**src/adcsc_regs.vh**
```
`ifndef ADCSC_REGS_VH
`define ADCSC_REGS_VH

////////////////////////////////////////////////////////////////////////
// Register addresses
`define ADCSC_ADDR_W          16
`define ADCSC_ADDR_RES_HIGH   16'hffc4
`define ADCSC_ADDR_RES_LOW    16'hffc5
`define ADCSC_ADDR_MODE       16'hffc6
`define ADCSC_ADDR_START      16'hffc7
`define ADCSC_ADDR_CLK_STOP   16'hfffa

////////////////////////////////////////////////////////////////////////
// Reset values
`define ADCSC_MODE_RST        8'h30
`define ADCSC_START_RST       8'h7f
`define ADCSC_CLK_STOP_RST    8'hff
`define ADCSC_UNMAPPED_RD     8'hff

////////////////////////////////////////////////////////////////////////
// Mode register fields
`define ADCSC_MODE_SPEED_BIT  7
`define ADCSC_MODE_TRIG_BIT   6
`define ADCSC_MODE_FIXED_ONES 2'h3
`define ADCSC_MODE_CH_MSB     3
`define ADCSC_MODE_CH_LSB     0

////////////////////////////////////////////////////////////////////////
// Start register, clock stop register fields
`define ADCSC_START_BUSY_BIT  7
`define ADCSC_START_FIXED     7'h7f
`define ADCSC_CLK_STOP_BIT    4

////////////////////////////////////////////////////////////////////////
// Channel field codes
`define ADCSC_CH_GRP_LOW      2'h1
`define ADCSC_CH_GRP_HIGH     2'h2
`define ADCSC_RES_LOW_PAD     6'h00

////////////////////////////////////////////////////////////////////////
// Conversion timing, in system clocks: period = sample + 10 * step
`define ADCSC_RES_W           10
`define ADCSC_PERIOD_SLOW     62
`define ADCSC_PERIOD_FAST     31
`define ADCSC_SAMP_SLOW       3'h2
`define ADCSC_SAMP_FAST       3'h1
`define ADCSC_STEP_SLOW       3'h6
`define ADCSC_STEP_FAST       3'h3
`define ADCSC_SAR_MSB         4'h9
`define ADCSC_SAR_FIRST       10'h200

`endif

```
**src/adcsc_trig.v**
```verilog
`include "adcsc_regs.vh"

module adcsc_trig (
  // Clock and reset
  input  wire ref_clk,
  input  wire rst_n,
  // Controls
  input  wire ext_trigger_enable,
  input  wire irq_four_pin_function,
  input  wire trigger_edge_bit,
  // Pin and event
  input  wire ext_trigger_pin,
  output reg  trig_pulse_q
);

  reg  pin_prev_q;
  wire rise;
  wire fall;
  wire armed;

  assign rise  = ext_trigger_pin & ~pin_prev_q;
  assign fall  = ~ext_trigger_pin & pin_prev_q;
  assign armed = ext_trigger_enable & irq_four_pin_function;

  // Reset takes the pin level so a high pin is no false edge
  always @(posedge ref_clk) begin
    if (!rst_n) begin
      pin_prev_q   <= ext_trigger_pin;
      trig_pulse_q <= 1'b0;
    end else begin
      pin_prev_q   <= ext_trigger_pin;
      // Edge bit 1 picks rising, 0 falling
      trig_pulse_q <= armed & (trigger_edge_bit ? rise : fall);
    end
  end

endmodule

```
**src/adcsc_sar.v**
```verilog
`include "adcsc_regs.vh"

module adcsc_sar (
  // Clock and reset
  input  wire                      ref_clk,
  input  wire                      rst_n,
  // Control
  input  wire                      start,
  input  wire                      abort,
  input  wire                      hold,
  input  wire                      speed,
  // Comparator side
  input  wire                      cmp_hi,
  output reg  [`ADCSC_RES_W-1:0]   code_q,
  output reg                       sample_q,
  // Completion
  output reg                       done_q
);

  reg        active_q;
  reg        fast_q;
  reg  [2:0] cnt_q;
  reg  [3:0] bit_q;
  reg  [`ADCSC_RES_W-1:0] code_d;
  wire [2:0] samp_len;
  wire [2:0] step_len;

  assign samp_len = fast_q ? `ADCSC_SAMP_FAST : `ADCSC_SAMP_SLOW;
  assign step_len = fast_q ? `ADCSC_STEP_FAST : `ADCSC_STEP_SLOW;

  // Keep the tried bit per comparator, try the next one down
  always @* begin
    code_d = code_q;
    code_d[bit_q] = cmp_hi;
    if (bit_q != 4'h0)
      code_d[bit_q - 4'h1] = 1'b1;
  end

  always @(posedge ref_clk) begin
    if (!rst_n) begin
      active_q <= 1'b0;
      fast_q   <= 1'b0;
      cnt_q    <= 3'h0;
      bit_q    <= `ADCSC_SAR_MSB;
      sample_q <= 1'b0;
      done_q   <= 1'b0;
      code_q   <= {`ADCSC_RES_W{1'b0}};
    end else begin
      done_q <= 1'b0;
      if (abort) begin
        active_q <= 1'b0;
        sample_q <= 1'b0;
      end else if (start && !active_q) begin
        active_q <= 1'b1;
        fast_q   <= speed;
        sample_q <= 1'b1;
        cnt_q    <= 3'h0;
        bit_q    <= `ADCSC_SAR_MSB;
        code_q   <= `ADCSC_SAR_FIRST;
      end else if (active_q && !hold) begin
        // Hold freezes mid-step; no progress without the clock
        if (sample_q) begin
          if (cnt_q == samp_len - 3'h1) begin
            sample_q <= 1'b0;
            cnt_q    <= 3'h0;
          end else
            cnt_q <= cnt_q + 3'h1;
        end else if (cnt_q == step_len - 3'h1) begin
          cnt_q  <= 3'h0;
          code_q <= code_d;
          bit_q  <= bit_q - 4'h1;
          if (bit_q == 4'h0) begin
            active_q <= 1'b0;
            done_q   <= 1'b1;
          end
        end else
          cnt_q <= cnt_q + 3'h1;
      end
    end
  end

endmodule

```
**src/adcsc_ctrl.v**
```verilog
// The placing of the registers and the strobed register port were chosen for this implementation.
`include "adcsc_regs.vh"

module adcsc_ctrl (
  // Clock and reset
  input  wire                     ref_clk,
  input  wire                     rst_n,
  // Register port
  input  wire [`ADCSC_ADDR_W-1:0] reg_addr,
  input  wire [7:0]               reg_wdata,
  input  wire                     reg_wr,
  input  wire                     reg_rd,
  output reg  [7:0]               reg_rdata_q,
  // Bits held by other units
  input  wire                     trigger_edge_bit,
  input  wire                     irq_four_pin_function,
  input  wire                     conv_done_irq_enable,
  input  wire                     conv_done_request_clear,
  input  wire                     low_power_hold,
  // Trigger pin
  input  wire                     ext_trigger_pin,
  // Analog front end
  input  wire                     cmp_hi,
  output wire [`ADCSC_RES_W-1:0]  dac_code,
  output wire                     sample_hold,
  output reg  [7:0]               channel_enable_q,
  output wire                     converter_standby_ctrl,
  // Interrupt request
  output reg                      conv_done_request_flag_q,
  output wire                     conv_done_irq
);

  ////////////////////////////////////////////////////////////////////////
  // State

  reg        conv_speed_select_q;
  reg        ext_trigger_enable_q;
  reg  [3:0] channel_select_field_q;
  reg        start_busy_flag_q;
  reg  [7:0] module_clock_stop_one_q;
  reg  [`ADCSC_RES_W-1:0] result_q;
  reg  [7:0] rdata_d;
  reg  [7:0] channel_enable_d;

  // Slices of the documented reset word keep every field consistent
  localparam [7:0] mode_rst_val = `ADCSC_MODE_RST;

  wire       wr_mode;
  wire       wr_start;
  wire       wr_clk_stop;
  wire       standby;
  wire       hold;
  wire       trig_pulse;
  wire       sw_start;
  wire       sw_stop;
  wire       start_now;
  wire       sar_done;
  wire [`ADCSC_RES_W-1:0] sar_code;
  wire [7:0] mode_rd;
  wire [7:0] start_rd;
  wire [7:0] res_high_rd;
  wire [7:0] res_low_rd;

  ////////////////////////////////////////////////////////////////////////
  // Decode

  assign wr_mode     = reg_wr & (reg_addr == `ADCSC_ADDR_MODE);
  assign wr_start    = reg_wr & (reg_addr == `ADCSC_ADDR_START);
  assign wr_clk_stop = reg_wr & (reg_addr == `ADCSC_ADDR_CLK_STOP);

  assign standby = ~module_clock_stop_one_q[`ADCSC_CLK_STOP_BIT];
  assign converter_standby_ctrl = module_clock_stop_one_q[`ADCSC_CLK_STOP_BIT];
  // Standby or a low power mode stops the converter clock
  assign hold = standby | low_power_hold;

  ////////////////////////////////////////////////////////////////////////
  // Start and stop

  adcsc_trig u_trig (
    .ref_clk               (ref_clk),
    .rst_n                 (rst_n),
    .ext_trigger_enable    (ext_trigger_enable_q),
    .irq_four_pin_function (irq_four_pin_function),
    .trigger_edge_bit      (trigger_edge_bit),
    .ext_trigger_pin       (ext_trigger_pin),
    .trig_pulse_q          (trig_pulse)
  );

  assign sw_start = wr_start & reg_wdata[`ADCSC_START_BUSY_BIT];
  assign sw_stop  = wr_start & ~reg_wdata[`ADCSC_START_BUSY_BIT];
  // Busy masks both sources so a running conversion is untouched
  assign start_now = (sw_start | trig_pulse) & ~start_busy_flag_q
                     & ~hold;

  adcsc_sar u_sar (
    .ref_clk  (ref_clk),
    .rst_n    (rst_n),
    .start    (start_now),
    .abort    (sw_stop & ~sar_done),
    .hold     (hold),
    .speed    (conv_speed_select_q),
    .cmp_hi   (cmp_hi),
    .code_q   (sar_code),
    .sample_q (sample_hold),
    .done_q   (sar_done)
  );

  // Mid-conversion value is the trial code, not a result
  assign dac_code = sar_code;

  ////////////////////////////////////////////////////////////////////////
  // Control registers

  always @(posedge ref_clk) begin
    if (!rst_n) begin
      conv_speed_select_q    <= mode_rst_val[`ADCSC_MODE_SPEED_BIT];
      ext_trigger_enable_q   <= mode_rst_val[`ADCSC_MODE_TRIG_BIT];
      channel_select_field_q <= mode_rst_val[3:0];
      start_busy_flag_q      <= 1'b0;
    end else begin
      // Mode register is frozen while held; a stop write still clears busy
      if (wr_mode && !hold) begin
        conv_speed_select_q    <= reg_wdata[`ADCSC_MODE_SPEED_BIT];
        ext_trigger_enable_q   <= reg_wdata[`ADCSC_MODE_TRIG_BIT];
        // No interlock: a change while busy is the caller's fault
        channel_select_field_q <= reg_wdata[3:0];
      end
      // Completion wins over a stop written in the same cycle
      if (sar_done)
        start_busy_flag_q <= 1'b0;
      else if (sw_stop)
        start_busy_flag_q <= 1'b0;
      else if (start_now)
        start_busy_flag_q <= 1'b1;
    end
  end

  always @(posedge ref_clk) begin
    if (!rst_n)
      module_clock_stop_one_q <= `ADCSC_CLK_STOP_RST;
    else if (wr_clk_stop)
      module_clock_stop_one_q <= reg_wdata;
  end

  // No reset: result survives chip reset
  always @(posedge ref_clk) begin
    if (sar_done)
      result_q <= sar_code;
  end

  ////////////////////////////////////////////////////////////////////////
  // Completion request

  always @(posedge ref_clk) begin
    if (!rst_n)
      conv_done_request_flag_q <= 1'b0;
    else if (sar_done)
      conv_done_request_flag_q <= 1'b1;
    else if (conv_done_request_clear)
      conv_done_request_flag_q <= 1'b0;
  end

  assign conv_done_irq = conv_done_request_flag_q
                         & conv_done_irq_enable;

  ////////////////////////////////////////////////////////////////////////
  // Channel decode

  always @* begin
    channel_enable_d = 8'h00;
    case (channel_select_field_q[3:2])
      `ADCSC_CH_GRP_LOW:
        channel_enable_d[{1'b0, channel_select_field_q[1:0]}] = 1'b1;
      `ADCSC_CH_GRP_HIGH:
        channel_enable_d[{1'b1, channel_select_field_q[1:0]}] = 1'b1;
      default:
        channel_enable_d = 8'h00;
    endcase
  end

  always @(posedge ref_clk) begin
    if (!rst_n)
      channel_enable_q <= 8'h00;
    else
      channel_enable_q <= channel_enable_d;
  end

  ////////////////////////////////////////////////////////////////////////
  // Read path

  assign mode_rd = {conv_speed_select_q, ext_trigger_enable_q,
                    `ADCSC_MODE_FIXED_ONES, channel_select_field_q};
  assign start_rd = {start_busy_flag_q, `ADCSC_START_FIXED};
  assign res_high_rd = result_q[9:2];
  assign res_low_rd  = {result_q[1:0], `ADCSC_RES_LOW_PAD};

  always @* begin
    rdata_d = 8'h00;
    if (reg_rd) begin
      case (reg_addr)
        `ADCSC_ADDR_MODE:     rdata_d = mode_rd;
        `ADCSC_ADDR_START:    rdata_d = start_rd;
        `ADCSC_ADDR_RES_HIGH: rdata_d = res_high_rd;
        `ADCSC_ADDR_RES_LOW:  rdata_d = res_low_rd;
        `ADCSC_ADDR_CLK_STOP: rdata_d = module_clock_stop_one_q;
        default:              rdata_d = `ADCSC_UNMAPPED_RD;
      endcase
    end
  end

  // Data valid only in the cycle after the read strobe
  always @(posedge ref_clk) begin
    if (!rst_n)
      reg_rdata_q <= 8'h00;
    else
      reg_rdata_q <= rdata_d;
  end

endmodule

```
**config.mk**
```make
export PLATFORM = sky130hd
export DESIGN_NAME = adcsc_ctrl
export DESIGN_NICKNAME = d
export VERILOG_FILES = /design/src/adcsc_trig.v /design/src/adcsc_sar.v /design/src/adcsc_ctrl.v
export VERILOG_INCLUDE_DIRS = /design/src
export SDC_FILE = /design/constraint.sdc
export NUM_CORES = 1
export LEC_CHECK = 0
export BUFFER_PORTS_ARGS = -buffer_cell sky130_fd_sc_hd__buf_2
export CAP_MARGIN = 20
export CORE_MARGIN = 2
export CORE_UTILIZATION = 40
export DETAILED_ROUTE_END_ITERATION = 7
export PLACE_DENSITY_LB_ADDON = 0.15
export SLEW_MARGIN = 20
export SYNTH_ARGS = -nofsm -noshare
export SYNTH_HDL_FRONTEND = slang
export SYNTH_SLANG_ARGS = --single-unit
export TNS_END_PERCENT = 50
```
**constraint.sdc**
```tcl
create_clock -name ref_clk -period 1.72 [get_ports ref_clk]
set_input_delay 0.344 -clock ref_clk [delete_from_list [all_inputs] [get_ports ref_clk]]
set_output_delay 0.344 -clock ref_clk [all_outputs]
set_load 0.02 [all_outputs]
```
# Word level (Yosys, flattened, before mapping)

Cells that the tools add are included.

Input port bits: 35
Output and inout bits: 30
Register bits after elaboration: 65

Muxes and demuxes: 40
Order comparisons: 8
Equal/unequal tests: 10
Add/subtract/negate cells: 4
Reduce and logical (&&, ||, !) cells: 23
Bitwise gates (word level): 27

Operators by type and width:

| cell                   | count |
|---|---|
| $eq A16 B16 Y1 const B | 5 |
| $mux W10               | 5 |
| $pmux W8 S5            | 1 |
| $mux W3                | 6 |
| $mux W1                | 17 |
| $mux W4                | 4 |
| $pmux W8 S2            | 1 |
| $and A1 B1 Y1          | 13 |
| $not A1 Y1             | 11 |
| $bwmux W10             | 1 |
| $lt A4 B5 Y1 const B   | 2 |
| $or A10 B10 Y10        | 1 |
| $demux W1 S4           | 2 |
| $ge A4 B1 Y1 const B   | 2 |
| $reduce_and A4 Y1      | 2 |
| $reduce_bool A2 Y1     | 4 |
| $logic_and A1 B1 Y1    | 7 |
| $eq A3 B3 Y1           | 2 |
| $reduce_and A2 Y1      | 3 |
| $reduce_or A6 Y1       | 1 |
| $sub A3 B1 Y3 const B  | 2 |
| $demux W1 S2           | 2 |
| $logic_not A4 Y1       | 1 |
| $lt A2 B4 Y1 const B   | 1 |
| other kinds (14)       | 16 |

# Longest topological paths before layout

Depth after elaboration: 11
Mapped depth: 8

# By module

Synthesis repeated with hierarchy kept, for this count alone.

Cells, all modules: 368
Area total of the unflattened synthesis: 3377.0 um^2

By module, submodules not included:

| module     | times used | area an instance (um^2) | cells an instance | sequential area each (um^2) |
|---|---|---|---|---|
| adcsc_ctrl | 1          | 1866.8                  | 188               | 940.9 |
| adcsc_sar  | 1          | 1443.9                  | 174               | 420.4 |
| adcsc_trig | 1          | 66.3                    | 6                 | 40.0 |

# Least setup slack after synthesis

No wires, ideal clock.

Path type: input to register
From: in reg_addr[3]
To: reg u_sar.cnt_q[1]
Setup slack: 28 ps
Data arrival time: 1575 ps
Stages: 5
Setup time: 117 ps
Path through: nor4b_4 nand4_4 o41ai_4 nor4b_2 a32o_1

Word-level cells in the longest chain between the ends: 9

RTL lines:

| what                                | line            | source |
|---|---|---|
| from (decl)                         | adcsc_ctrl.v:9  | `` input wire [`ADCSC_ADDR_W-1:0] reg_addr, `` |
| $eq A16 B16 Y1 (*)                  | --              |  |
| $and A1 B1 Y1 (*)                   | adcsc_ctrl.v:68 | `` assign wr_start = reg_wr & (reg_addr == `ADCSC_ADDR_START); `` |
| $and A1 B1 Y1                       | adcsc_ctrl.v:89 | `` assign sw_start = wr_start & reg_wdata[`ADCSC_START_BUSY_BIT]; `` |
| $or A1 B1 Y1                        | adcsc_ctrl.v:92 | `assign start_now = (sw_start \| trig_pulse) & ~start_busy_flag_q` |
| $and A1 B1 Y1                       | adcsc_ctrl.v:92 |  |
| $and A1 B1 Y1                       | adcsc_ctrl.v:93 | `& ~hold;` |
| $logic_and A1 B1 Y1                 | adcsc_sar.v:53  | `end else if (start && !active_q) begin` |
| $reduce_bool A2 Y1 (no source line) | --              |  |
| $reduce_and A2 Y1 (no source line)  | --              |  |
| to (signal assigned)                | adcsc_sar.v:67  | `cnt_q <= cnt_q + 3'h1;` |
| to (signal assigned)                | adcsc_sar.v:77  | `cnt_q <= cnt_q + 3'h1;` |
| to (decl)                           | adcsc_sar.v:22  | `reg [2:0] cnt_q;` |

Every way passes the cells marked *; elsewhere a longest branch is shown, timed or not.
A chain may end at the register's enable or synchronous reset.

# Worst setup path after layout

From: reg u_sar.cnt_q[1]
To: reg u_sar.bit_q[3]

Word-level cells in the longest chain between the ends: 3

RTL lines:

| what                                | line           | source |
|---|---|---|
| $eq A3 B3 Y1                        | adcsc_sar.v:68 | `end else if (cnt_q == step_len - 3'h1) begin` |
| $reduce_bool A2 Y1 (no source line) | --             |  |
| $reduce_and A4 Y1 (no source line)  | --             |  |
| to (signal assigned)                | adcsc_sar.v:44 | `` bit_q <= `ADCSC_SAR_MSB; `` |
| to (signal assigned)                | adcsc_sar.v:58 | `` bit_q <= `ADCSC_SAR_MSB; `` |
| to (signal assigned)                | adcsc_sar.v:71 | `bit_q <= bit_q - 4'h1;` |
| to (decl)                           | adcsc_sar.v:23 | `reg [3:0] bit_q;` |

Every way passes these cells.

==> summary.txt <==
Pwr
  – Maximum VDD drop: 0.000412 V
  – Total chip power: 3.16 mW
  – Leak: 1.83 nW
  – P per Cell Area: 731 mW/mm^2

Critical path
  – Crit path from: u_sar.cnt_q[1]
  – Reg2Reg Setup Slack: -20 ps
  – Crit-path cells: nand4bb_4, a211oi_4, a21boi_4, nor3b_4, nor3_1, a31oi_1
  – Crit path largest cell delay: 350 ps
  – Crit path capture type: flip-flop
  – CP required: 1990 ps
  – Reg2reg end: u_sar.bit_q[3]
  – FF-to-FF path depth: 6
  – Startpoint Class: flip-flop
  – CP max FO: 6
  – Setup CP Type: reg -> reg
  – Max stage delay cell, worst path: dfxtp_2
  – Worst r2r src: u_sar.cnt_q[1]
  – CP endpoint: u_sar.bit_q[3]
  – Critical Path AT: 2000 ps

STA
  – Setup ws final: -19.5 ps
  – Period utilisation layout: 101%
  – Final Skew: 11.3 ps
  – RSZ-0062 raised after global routing: yes
  – Fin crit period: ~1700 ps
  – Final setup fails: 1
  – Sum Neg Setup Slack: -19.5 ps
  – Hold Slack: 136 ps
  – Slew margin rel.: 65.7%
  – Worst-Margin Slew: 512 ps
  – F_max: 575 MHz
  – Count of pins over their slew limit: 0
  – Hold Fails Final Rpt: 0

Finish
  – Area Growth Syn to Fin: 33.4%
  – Layout cell share with drive strength beyond 1: 36.2%
  – Diodes inserted: 0
  – # nets final: 497
  – Most common library cell in the layout ignoring fill and taps: buf_2
  – Commonest non-fill, non-tap cells in the layout: buf_2 (64), nand2_1 (60), dfxtp_1 (48)
  – Design area: 0.00432 sq mm
  – Non-filler cells, final: 560
  – Final core occ: 55.6%

Floorplanning
  – DIE WIDTH: 94.0 microns
  – Placeable Area: just under 0.008 sq mm
  – Io pins: 65
  – Die footprint: 0.00883 sq mm
  – Initial Utilization: a little over two fifths
  – Die Height: 94.0 microns
  – Num rows: 32

Flow run
  – Max Cap Viol: 0

Yosys
  – Post-synth ARST share: 0%
  – Synth cell types: 61
  – Synth warn: 0
  – Register area share after synthesis: between 40 and 50%
  – Register bit count reported by yosys: between 60 and 70
  – Synth Net Count: 387
  – Cells after Synth: 343
  – Avg Cell Area, Syn: roughly 9.4 sq um
  – Ys flop type: dfxtp_1
  – Mapped cell area: 0.00324 sq mm
  – Post-synth EDFFs: 10

Placed design
  – GPL Wtd Cong: 0.831
  – DPL Wire Length: slightly above 6000 microns
  – PortBufs: 64
  – Placed insts: 543
  – Placed instance area: about 0.004 sq mm
  – DP Worst Slack: -236 ps

Hold path
  – Hold WC Path Type: in -> reg
  – Worst hold start: ext_trigger_pin

Global route
  – Largest net degree at the start of global routing: 21
  – Global-route wire length before repair: around 13000 microns
  – Grt total ovfl: 0
  – Initial antenna violation count: 0
  – Number of global-route vias before repair: 2752
  – Total Routing Usage GR: 18.8%

Routing
  – Remaining antenna violation count: 0
  – Iter 0 DRT Violations: 92
  – DRC: 0
  – Pre-antenna DRT Iters: 4
  – DR vias: 2921
  – Vias/cell: between 5 and 6
  – Routed wire length: 7900 microns
  – WL/cell: 14.1 microns

Status
  – Run status: complete, but fails checks
  – Failing checks: negative setup slack

Clocking
  – Clk slew on worst S/H paths: 70 ps
  – Num CTS Buffers: 9
  – Skew-Pair Late Insertion Delay: approximately 340 ps
  – CTS H-tree depth: 3
  – Clock Tree Root: clkbuf_8
  – CTS tree: built
  – Clk sinks: 65
  – CTS max path bufs: 2
-- cells by family (layout without fill, tap and decap cells) --
kind of cell | count (synthesis) | count (layout) | share of synthesized area [%]
compound gates | 72 | 72 | 17.0
xor+xnor | 3 | 3 | 0.812
mux | 10 | 10 | 3.09
buf+inv | 23 | 138 | 3.90
fa+ha+maj | 9 | 9 | 3.48
flops | 65 | 65 | 43.3
simple gates | 161 | 161 | 28.4
-- area by class of cell --
type                            count  area [sq um]
Clock inverter                      5          78.8
Multi-Input combinational cell    255          1790
Timing Repair Buffer              114           733
Sequential cell                    65          1410
Tap cell                          102           128
Inverter                            8          30.0
Clock buffer                       11           141
Fill cell                         740          3450
-- per-layer routing --
layer / GRT usage [%] / vias up / routed length [microns]
li1: - / 1464 / -
met1: 23.7 / 1371 / 3620
met2: 31.5 / 75 / 3810
met3: 3.53 / 11 / 323
met4: 7.97 / 0 / 139
met5: 0 / - / 0
-- sequential cells by signal, indices dropped and copies added, names as in the netlist, 3 cells and up --
signal	cells
u_sar.code_q	10
reg_rdata_q	8
result_q	10
u_sar.cnt_q	3
u_sar.bit_q	4
module_clock_stop_one_q	8
channel_select_field_q	4
channel_enable_q	8
-- worst max-delay path: cells and delay by family, from the launching register on --
kind               cells  cell delay (ps)
AOI/OAI and AO/OA      3              770
DFF                    1              350
and+or+nand+nor        3              540
-- how the worst min path moves through the flow --
stage | end | slack [ps] | depth (start not counted)
after global routing | u_trig.pin_prev_q | 120 | 1
after global placement | module_clock_stop_one_q[6] | 450 | 2
after floorplan | u_trig.pin_prev_q | 370 | 0
after detailed placement | module_clock_stop_one_q[6] | 460 | 2
final | u_trig.pin_prev_q | 140 | 1
after CTS | u_trig.pin_prev_q | 120 | 1
-- repair_timing --
| item | CTS | global route |
|---|---|---|
| setup endpoints to repair | 11 | 16 |
| gates resized for setup | 6 | 18 |
| pin swaps | 2 | 4 |
| buffers inserted | 1 | 0 |
| hold buffers | 0 | 0 |
-- cell usage after synthesis, drive strengths merged (4+ instances only) --
cell	n	area (sq um)
nand2	62	233
ha	9	113
and2	6	38.8
and4	4	41.3
a21oi	12	60.1
nor4b	4	62.6
nand3	18	90.1
inv	8	30.0
mux2i	10	100
clkbuf	9	53.8
o21ai	17	85.1
a221oi	12	105
a31oi	5	31.3
dfxtp	55	1100
nor3	7	46.3
nor2	15	58.8
nand3b	6	45.0
nand4	4	40.0
buf	6	42.5
nor2b	13	81.3
and3	11	68.8
edfxtp	10	300
a21o	6	45.0
-- where the power goes --
group | internal [mW] | leakage [nW] | total [mW] | switching [mW]
combinational | 0.0896 | 1.20 | 0.192 | 0.102
sequential | 1.55 | 0.517 | 1.55 | 0.00278
clock | 0.854 | 0.113 | 1.41 | 0.561
Power figures use the tool's default switching activity.
